**src/scrb_regs.vh**
```
// Operation
// - soft reset bit resets chip and registers
// - soft reset bit clears itself
// - direction bit: one increments, zero decrements
// - readback flag reads one, on serial output
// - no three-wire mode, input never driven
// - mode zero normal, three full power-down
// - maker code register read-only, fixed value
// - freeze bit holds address during streaming
`ifndef SCRB_REGS_VH
`define SCRB_REGS_VH
// ****************************************************************
// register offsets
// ****************************************************************
`define SCRB_ADDR_W          15
`define SCRB_OFS_IFACE       15'h0000
`define SCRB_OFS_PWR         15'h0002
`define SCRB_OFS_MAKER_LO    15'h000C
`define SCRB_OFS_MAKER_HI    15'h000D
`define SCRB_OFS_USR         15'h0010
// ****************************************************************
// fields and reset values
// ****************************************************************
`define SCRB_IFACE_RST       8'h30
`define SCRB_PWR_RST         8'h00
`define SCRB_USR_RST         8'h00
`define SCRB_BIT_SOFT_RESET  7
`define SCRB_BIT_ASCEND      5
`define SCRB_BIT_READBACK    4
`define SCRB_BIT_HOLD        0
`define SCRB_MODE_NORMAL     2'h0
`define SCRB_MODE_PWRDN      2'h3
// ****************************************************************
// timing
// ****************************************************************
`define SCRB_SRST_NS         750
`define SCRB_CLK_NS          25
`define SCRB_SRST_CYC        ((`SCRB_SRST_NS + `SCRB_CLK_NS - 1) / `SCRB_CLK_NS)
`endif

```
**src/scrb_spi_config_register_bank.v**
```verilog
`timescale 1ns/10ps
`default_nettype none
`include "scrb_regs.vh"
module scrb_spi_config_register_bank #(
  parameter [15:0] MAKER_CODE = 16'h5A5A  // arbitrary neutral value
) (
  input  wire       clk_sys,
  input  wire       reset_n,
  input  wire       clk_en,
  input  wire       spi_csn_pin,
  input  wire       spi_sclk_pin,
  input  wire       spi_sdi_pin,
  output reg        spi_sdo_q,
  output reg        spi_sdo_oe_n_q,
  output reg        ascend_q,
  output reg        addr_hold_q,
  output reg  [1:0] op_mode_q,
  output reg        power_down_q,
  output reg        chip_reset_q
);

  // ****************************************************************
  // pin synchronisers
  // ****************************************************************
  reg [1:0] csn_s_q;
  reg [1:0] sclk_s_q;
  reg [1:0] sdi_s_q;
  reg       sclk_prev_q;

  // two flops per pin; only stage 1 is read by logic
  always @(posedge clk_sys) begin
    if (!reset_n) begin
      csn_s_q     <= 2'h3;
      sclk_s_q    <= 2'h0;
      sdi_s_q     <= 2'h0;
      sclk_prev_q <= 1'b0;
    end else if (clk_en) begin
      csn_s_q     <= {csn_s_q[0], spi_csn_pin};
      sclk_s_q    <= {sclk_s_q[0], spi_sclk_pin};
      sdi_s_q     <= {sdi_s_q[0], spi_sdi_pin};
      sclk_prev_q <= sclk_s_q[1];
    end
  end

  wire csn  = csn_s_q[1];
  wire rise = sclk_s_q[1] & ~sclk_prev_q;
  wire fall = ~sclk_s_q[1] & sclk_prev_q;
  wire sdi  = sdi_s_q[1];

  // ****************************************************************
  // registers and frame state
  // ****************************************************************
  reg  [7:0]  iface_q;
  reg  [7:0]  pwr_q;
  reg  [7:0]  usr_q;
  reg  [4:0]  bit_cnt_q;
  reg  [15:0] cmd_q;
  reg         hdr_done_q;
  reg         rd_q;
  reg  [14:0] addr_q;
  reg  [7:0]  shift_q;
  reg  [5:0]  srst_cnt_q;

  // soft reset hold time in cycles; the counter is only six bits wide
  localparam [31:0] SRST_CYC_W = `SCRB_SRST_CYC;

  // register read mux; reserved holes read zero
  function [7:0] rd_data;
    input [14:0] a;
    begin
      case (a)
        `SCRB_OFS_IFACE:    rd_data = iface_q | (8'h01 << `SCRB_BIT_READBACK);
        `SCRB_OFS_PWR:      rd_data = pwr_q;
        `SCRB_OFS_MAKER_LO: rd_data = MAKER_CODE[7:0];
        `SCRB_OFS_MAKER_HI: rd_data = MAKER_CODE[15:8];
        `SCRB_OFS_USR:      rd_data = usr_q;
        default:            rd_data = 8'h00;
      endcase
    end
  endfunction

  function [14:0] next_addr;
    input [14:0] a;
    input        hold;
    input        up;
    begin
      if (hold)
        next_addr = a;
      else if (up)
        next_addr = a + 15'h0001;
      else
        next_addr = a - 15'h0001;
    end
  endfunction

  wire [7:0] wbyte = {shift_q[6:0], sdi};

  // ****************************************************************
  // serial engine: 16-bit header (r/w, 15-bit address) then bytes
  // ****************************************************************
  always @(posedge clk_sys) begin
    if (!reset_n || srst_cnt_q != 6'h00) begin
      bit_cnt_q   <= 5'h00;
      cmd_q       <= 16'h0000;
      hdr_done_q  <= 1'b0;
      rd_q        <= 1'b0;
      addr_q      <= 15'h0000;
      shift_q     <= 8'h00;
      iface_q     <= `SCRB_IFACE_RST;
      pwr_q       <= `SCRB_PWR_RST;
      usr_q       <= `SCRB_USR_RST;
      spi_sdo_q   <= 1'b0;
      // released when no read is in progress
      spi_sdo_oe_n_q <= 1'b1;
    end else if (clk_en) begin
      if (csn) begin
        bit_cnt_q      <= 5'h00;
        hdr_done_q     <= 1'b0;
        spi_sdo_oe_n_q <= 1'b1;
      end else if (rise && !hdr_done_q) begin
        cmd_q <= {cmd_q[14:0], sdi};
        if (bit_cnt_q == 5'h0F) begin
          hdr_done_q <= 1'b1;
          rd_q       <= cmd_q[14];
          addr_q     <= {cmd_q[13:0], sdi};
          shift_q    <= rd_data({cmd_q[13:0], sdi});
          bit_cnt_q  <= 5'h00;
        end else begin
          bit_cnt_q <= bit_cnt_q + 5'h01;
        end
      end else if (rise) begin
        if (!rd_q)
          shift_q <= wbyte;
        if (bit_cnt_q == 5'h07) begin
          bit_cnt_q <= 5'h00;
          if (!rd_q) begin
            case (addr_q)
              `SCRB_OFS_IFACE: begin
                iface_q <= wbyte & ~(8'h01 << `SCRB_BIT_READBACK);
              end
              `SCRB_OFS_PWR: pwr_q <= wbyte;
              `SCRB_OFS_USR: usr_q <= wbyte;
              default:       iface_q <= iface_q;
            endcase
          end
          addr_q  <= next_addr(addr_q, usr_q[`SCRB_BIT_HOLD], iface_q[`SCRB_BIT_ASCEND]);
          shift_q <= rd_data(next_addr(addr_q, usr_q[`SCRB_BIT_HOLD],
                                       iface_q[`SCRB_BIT_ASCEND]));
        end else begin
          bit_cnt_q <= bit_cnt_q + 5'h01;
          if (rd_q)
            shift_q <= {shift_q[6:0], 1'b0};
        end
      end else if (fall && hdr_done_q && rd_q) begin
        // read data only on the serial output
        spi_sdo_q      <= shift_q[7];
        spi_sdo_oe_n_q <= 1'b0;
      end
    end
  end

  // ****************************************************************
  // soft reset: held for the documented settle time, then clears
  // ****************************************************************
  // counter keeps the reset asserted long enough for the host wait window
  always @(posedge clk_sys) begin
    if (!reset_n) begin
      srst_cnt_q   <= 6'h00;
      chip_reset_q <= 1'b0;
    end else if (clk_en) begin
      if (srst_cnt_q != 6'h00) begin
        srst_cnt_q   <= srst_cnt_q - 6'h01;
        chip_reset_q <= (srst_cnt_q != 6'h01);
      end else if (iface_q[`SCRB_BIT_SOFT_RESET]) begin
        srst_cnt_q   <= SRST_CYC_W[5:0];
        chip_reset_q <= 1'b1;
      end
    end
  end

  // ****************************************************************
  // decoded configuration outputs
  // ****************************************************************
  // soft reset bit cleared by the register reload above
  always @(posedge clk_sys) begin
    if (!reset_n) begin
      ascend_q     <= 1'b1;
      addr_hold_q  <= 1'b0;
      op_mode_q    <= `SCRB_MODE_NORMAL;
      power_down_q <= 1'b0;
    end else if (clk_en) begin
      ascend_q     <= iface_q[`SCRB_BIT_ASCEND];
      addr_hold_q  <= usr_q[`SCRB_BIT_HOLD];
      op_mode_q    <= pwr_q[1:0];
      power_down_q <= (pwr_q[1:0] == `SCRB_MODE_PWRDN);
    end
  end

endmodule // scrb_spi_config_register_bank
`default_nettype wire

```
**config.mk**
```make
export PLATFORM = sky130hd
export DESIGN_NAME = scrb_spi_config_register_bank
export DESIGN_NICKNAME = d
export VERILOG_FILES = /design/src/scrb_spi_config_register_bank.v
export VERILOG_INCLUDE_DIRS = /design/src
export SDC_FILE = /design/constraint.sdc
export NUM_CORES = 1
export LEC_CHECK = 0
export BUFFER_PORTS_ARGS = -buffer_cell sky130_fd_sc_hd__buf_2
export CORE_ASPECT_RATIO = 0.9
export CORE_MARGIN = 3
export CORE_UTILIZATION = 30
export CTS_CLUSTER_SIZE = 10
export DETAILED_ROUTE_END_ITERATION = 10
export GPL_TIMING_DRIVEN = 1
export SETUP_SLACK_MARGIN = 0.5
export SYNTH_ARGS = -nofsm -noshare
export SYNTH_HDL_FRONTEND = slang
export SYNTH_SLANG_ARGS = --single-unit
```
**constraint.sdc**
```tcl
create_clock -name clk_sys -period 3.6 [get_ports clk_sys]
set_input_delay 0.72 -clock clk_sys [delete_from_list [all_inputs] [get_ports clk_sys]]
set_output_delay 0.72 -clock clk_sys [all_outputs]
set_load 0.01 [all_outputs]
```
==> impl_results.md, run 1 <==
- Worst skew pair latency: approximately 0.35 ns
- R2R depth: 9
- Final Critical Period: between 2 and 3 ns
- Via-per-instance ratio: between 5 and 6
- Final GP Congestion: between 0.8 and 0.9
- Sequential share of power: between 40 and 50%
- Core box area: between 0.015 and 0.02 mm²
- Vias in the first global route: roughly 4200
- PD cells: 409 mW/mm²
- Nets: roughly 700
- Crit Path Max Fanout: 7
- Setup Crit Path Kind: reg2reg
- CTS buffer count: 9
- I/O pin cnt: 14
- Routed length per instance: around 16 µm
- Ys async rst share: 0%
- Commonest non-fill, non-tap cell in the layout: nand2_1
- FF+latch count, synth: 89
- Die Span Y: about 130 µm
- First-pass GRT wire length: approximately 22000 µm
- Endpoints failing hold: 0
- Switching Share: about 28%
- RSZ-0062 raised after global routing: false
- Peak VDD IR: 0.208 mV
- Worst R2R End: shift_q[4]
- Synth Net Count: between 600 and 700
- Clk sinks: just under 90
- Pin count of the biggest net entering global routing: 60
- Flop2flop setup slack: ~0.60 ns
- Unique masters post-synth: 69
- Number of synthesized flops with an enable pin: 0
- DRT Pass-1 Iters: 5
- Final wirelength: roughly 14000 µm
- Relative slew slack: about half
- Seq/Total Area, Yosys: between 30 and 40%
- Synth warn: 0
- Highest metal used: met4
- Hold Crit Endpoint: ascend_q
- Mapped Area: about 0.0052 mm²
- Comb power frac: between 10 and 15%
- Hold Path Depth: 2
- Worst Path Required: 3.90 ns
- Total negative slack: 0 ns
- Fill cell total of the finished layout: around 1700
- Startpoint types: flop
- Total Routing Usage GR: between 15 and 20%
- FMAX: 333 MHz
- Max-cap violation count: 0
- DP HPWL: 10100 µm
- Average size of a mapped cell: around 8 µm²
- Area Growth Syn to Fin: 12.8%
- Clk pwr share: 41.4%
- Clock Skews: 0.00814 ns
- Reg2Reg Launch Point: addr_q[4]
- H-tree depth: 3
- Commonest cells after routing, fill and taps aside: nand2_1, dfxtp_1, nor2_1
- M1 wire length: ~7300 µm
- Met2 wire length: roughly 6000 µm
- CTS max path bufs: 2
- WL met3: 816 µm
- Starting Density: between 30% and 40%
- HP Class: reg2reg
- Most used flip-flop cell after synthesis: dfxtp_1
- Final setup fails: 0
- ANT cells: 0
- P_sw: between 0.6 and 0.7 mW
- LEAKAGE: about 2.2 nW
- Total grt overflow: 0
- Post-layout util: a little over a third
- Critical path data arrival time: 3.30 ns
- DRC: 0
- Clock slew at reported path FFs: 0.06 ns
- Routed vias: just under 5000
- Die width: 145 µm
- Fraction of layout cells with a size suffix above 1: between 10 and 15%
- Final ANT Viol Nets: 0
- Port Buffers: 13
- Slew @ Worst Pin: ~0.76 ns
- Final period util: a little over four fifths
- Hold Path Origin: ascend_q
- Pint: about 1.7 mW
- Antenna violations before repair: 0
- Crit. End Element: flop
- Slew Viols, Final: 0
- Root Buffer: clkbuf_16
- Outcome: completed
- Cell row count: 44
- Initial drt markers: ~370
- Cells after synthesis: between 600 and 700
- DIE AREA: 0.0189 mm²
- Hold buffer count at CTS: 0
- CTS tree: built
per-layer routing:
layer  track usage (%)  vias up
li1                  -     2414
met4              4.11        0
met3              3.49       15
met5                 0        -
met2              21.6      127
met1              22.5     2269
layout make-up:
cell class                 instances  area [µm²]  area share [%]
clock buffer                      12         267            4.56
tap                              207         259            4.43
clock inverter                     3        47.5           0.813
timing repair buffer              31         200            3.42
multi-input combinational        526        3240            55.4
sequential                        89        1780            30.5
inverter                          14        55.1           0.941
Yosys cell counts, types with 5 or more instances:
cell,n,area share [%]
dfxtp_1,89,34
inv_1,14,1.0
xnor2_1,6,1.0
a21oi_1,66,6.4
a21o_1,6,0.87
o22ai_1,6,0.72
nor2b_1,6,0.72
nand3_1,13,1.3
a22oi_1,8,1.2
or3_1,5,0.60
nor3_1,13,1.3
o21ai_0,32,3.1
and2_1,5,0.60
nand4_1,5,0.60
a31oi_1,6,0.72
mux2i_1,39,7.5
nor4_1,8,0.96
ha_1,19,4.6
nor2_1,82,5.9
nand2_1,109,7.9
and3_1,7,0.84
o211ai_1,10,1.4
a311oi_1,6,1.0
a221oi_1,5,0.84
buf_2,8,0.77
clkbuf_1,23,1.7
worst max path at each step:
stage	start	end	slack, ns	depth (start not counted)
finish	addr_q[4]	shift_q[4]	0.60	9
detailed placement	iface_q[5]	shift_q[4]	0.50	10
global placement	iface_q[5]	shift_q[4]	0.57	10
floorplan	iface_q[5]	shift_q[4]	0.56	11
CTS	iface_q[5]	shift_q[7]	0.51	10
global route	addr_q[4]	shift_q[4]	0.50	9
critical path: stages, from the launching register on:
cell      delay, ns
dfxtp_1        0.51
ha_1           0.37
a21o_1         0.23
a221oi_4       0.37
o21a_1         0.20
mux2i_2        0.24
nand2_1        0.07
or3_1          0.39
or4b_1         0.50
nand2_1        0.06
kinds of logic (layout without fill, tap and decap cells):
group | after synthesis | count (layout) | share of synthesized area, %
AND/OR/NAND/NOR | 281 | 281 | 25.5
AO/OA/AOI/OAI | 178 | 178 | 22.2
flip-flops | 89 | 89 | 34.3
buffers and inverters | 50 | 60 | 4.05
multiplexers | 39 | 39 | 7.52
adder cells (fa/ha/maj) | 20 | 20 | 4.97
XOR/XNOR | 8 | 8 | 1.35
through the flow:
step | instance area (µm²) | power (mW) | hold WS, ns | worst slack [ns] | cells
after floorplan | 5190 | 1.32 | 0.436 | 0.556 | 665
after global placement | 5490 | 1.42 | 0.452 | 0.567 | 866
after detailed placement | 5490 | 1.43 | 0.459 | 0.501 | 866
after CTS | 5820 | 2.43 | 0.474 | 0.507 | 881
after global routing | 5850 | 2.50 | 0.495 | 0.499 | 882
final | 5850 | 2.39 | 0.470 | 0.600 | 882
power by group through the flow:
stage	combinational, mW	clock [mW]	sequential, mW
after global placement	0.355	0	1.07
after CTS	0.358	1.02	1.05
after detailed placement	0.357	0	1.07
final	0.356	0.990	1.05
after floorplan	0.255	0	1.06
after global routing	0.388	1.06	1.05
repair_timing:
action,CTS,global route
pin swaps,0,5
setup endpoints to repair,1,8
resized for setup,1,11
setup buffers,0,1
sequential cells by signal (all words and copies together), names as in the netlist, 2 cells and up:
name and flops:
addr_q 15, bit_cnt_q 5, cmd_q 15, csn_s_q 2, iface_q 7, op_mode_q 2, pwr_q 8, sclk_s_q 2
sdi_s_q 2, shift_q 8, srst_cnt_q 6, usr_q 8
(Power assumes the default switching activity.)
==> inputs of run 2 (changes only) <==
- ABC_AREA: unset -> 1
- clock period: 3.6 -> 2.48 ns (I/O delays scaled with it)
==> impl_results.md, run 2 <==
- PD cells: 493 mW/mm²
- Final setup margin: -0.219 ns
- Final wirelength: around 18000 µm
- Initial drt markers: between 500 and 600
- ANT cells: 0
- Final GP Congestion: between 0.9 and 1
- Average size of a mapped cell: 6.58 µm²
- H-tree depth: 3
- Worst R2R End: shift_q[6]
- CTS buffer count: 9
- FF/Latch Area: ~0.0018 mm²
- Cells after synthesis: around 860
- Unique masters post-synth: 43
- DP HPWL: approximately 12000 µm
- Failing checks: negative setup slack
- Total negative slack: -1.53 ns
- Routed length per instance: around 15 µm
- Commonest non-fill, non-tap cell in the layout: nand2_1
- Mapped Area: 0.00563 mm²
- Hold Path Depth: 3
- Crit. End Element: flop
- R2R depth: 20
- Fraction of layout cells with a size suffix above 1: 28.2%
- DRC: 0
- Total grt overflow: 0
- CTS max path bufs: 2
- Core box area: 0.0180 mm²
- CTS tree: built
- Final ANT Viol Nets: 0
- Worst skew pair latency: roughly 0.35 ns
- Post-route cell area: about 0.0075 mm²
- Ys async rst share: 0%
- Clock Skews: around 0.012 ns
- Clk sinks: a little under 90
- Max-cap violation count: 0
- Worst Path Required: about 2.8 ns
- Final Critical Period: between 2 and 3 ns
- Area Growth Syn to Fin: 33.0%
- Routed vias: ~6000
- Port Buffers: 13
- FMAX: 371 MHz
- Count leader, synth: nand2_1
- Nets: between 900 and 1000
- Vias in the first global route: 5424
- Final period util: 109%
- LEAKAGE: 3.12 nW
- Die Span Y: between 100 and 150 µm
- Antenna violations before repair: 0
- Synth Net Count: around 900
- Total Routing Usage GR: between 10% and 20%
- HP Class: in2reg
- Startpoint types: flop
- Multi-input combinational cell area: ~0.0038 mm²
- Endpoints failing hold: 0
- Placed inst area: about 0.0064 mm²
- Flop2flop setup slack: -0.22 ns
- I/O pin cnt: 14
- Commonest cells after routing, fill and taps aside: nand2_1, inv_1, dfxtp_1
- Number of synthesized flops with an enable pin: 0
- FF+latch count, synth: 89
- Yosys top cell area share: 31.7%
- Most used flip-flop cell after synthesis: dfxtp_1
- Synth warn: 0
- Reg2Reg Launch Point: iface_q[5]
- Fill cell total of the finished layout: between 1500 and 2000
- Root Buffer: clkbuf_16
- DRT Pass-1 Iters: 5
- Die width: 150 µm
- Area leader, netlist: dfxtp_1
- Cell row count: 46
- Post-place setup slack: -0.299 ns
- Pin count of the biggest net entering global routing: 33
- Slew @ Worst Pin: around 0.44 ns
- Crit Path Max Fanout: 15
- Starting Density: a little under a third
- Peak VDD IR: a little under 0.6 mV
- Seq/Total Area, Yosys: a little under a third
- Via-per-instance ratio: 5.11
- Outcome: finished, violations left
- Clock slew at reported path FFs: 0.07 ns
- Synth top area cells: dfxtp_1, nand2_1, inv_1
- Post-synth top cells: nand2_1, inv_1, dfxtp_1, nor2_1, a21oi_1
- RSZ-0062 raised after global routing: true
- First-pass GRT wire length: approximately 28000 µm
- DIE AREA: a little over 0.02 mm²
- Setup Crit Path Kind: reg2reg
- Slew Viols, Final: 0
- Hold_ws: around 0.37 ns
- Hold Path Origin: spi_csn_pin
- Hold Crit Endpoint: csn_s_q[0]
- Relative slew slack: a little over 70%
- Critical path data arrival time: 2.99 ns
- Final setup fails: 8
- Largest regs: addr_q: 15 flops, cmd_q: 15 flops
==> run 2: cells by family after synthesis <==
family,after synthesis,synth area share (%)
compound gates,193,19.8
xor+xnor,4,0.623
buf+inv,163,11.4
flops,89,31.7
simple gates,386,31.9
fa+ha+maj,20,4.58
==> run 2: routing by layer <==
metal / track usage, % / vias up / share of wire [%]
met5: 0 / - / 0
met4: 3.35 / 0 / 0.68
met3: 3.83 / 7 / 7.8
met2: 25.7 / 203 / 43
met1: 26.0 / 2811 / 49
li1: - / 3026 / -
==> run 2: repair_timing <==
item / CTS / global route
cloned: 2 / 1
pin swaps: 7 / 18
hold buffers: 0 / 0
resized for setup: 82 / 73
setup endpoints to repair: 46 / 53
setup buffers: 10 / 6
==> run 2: worst max path at each step <==
stage                     cells after the start  slack (ns)  startpoint          to
final                                        20       -0.22  iface_q[5]  shift_q[6]
after CTS                                    15       -0.15  iface_q[5]  shift_q[1]
after detailed placement                     20       -0.30  iface_q[5]  shift_q[6]
after floorplan                              18       0.009  iface_q[5]  shift_q[6]
after global routing                         22       -0.41  iface_q[5]  shift_q[3]
after global placement                       20       -0.30  iface_q[5]  shift_q[1]
==> run 2: metrics by stage <==
step | instances | util, % | power, mW
global route | 1183 | 41.5 | 3.88
global placement | 1148 | 35.5 | 2.20
finish | 1183 | 41.5 | 3.69
floorplan | 855 | - | 2.00
detailed placement | 1148 | 35.5 | 2.21
CTS | 1176 | 39.8 | 3.69
==> run 2: power breakdown <==
part           total, mW  internal [mW]  switching, mW
combinational      0.662          0.183          0.479
sequential          1.54           1.49         0.0532
clock               1.48          0.871          0.610
==> run 2: critical path: stages, from the launching register on <==
cell,delay (ns)
dfxtp_4,0.36
clkinvlp_4,0.08
buf_12,0.17
buf_4,0.16
ha_4,0.25
nand2_2,0.11
inv_1,0.09
a21oi_4,0.16
nand3_2,0.08
nand2_1,0.08
nand3_2,0.11
nand2_2,0.12
nand2_2,0.08
nor2_8,0.19
buf_6,0.13
nand4_1,0.09
nand2_1,0.08
inv_1,0.03
nand2_1,0.05
nand2_1,0.06
a21oi_2,0.11
==> run 2: final cells by class <==
cell class / instances / share of cell area, %
clock buffers: 12 / 3.56
clock inverters: 4 / 0.736
inverters: 136 / 6.94
multi-input cells: 605 / 50.8
flip-flops and latches: 89 / 24.0
well taps: 240 / 4.01
repair buffers: 97 / 9.97
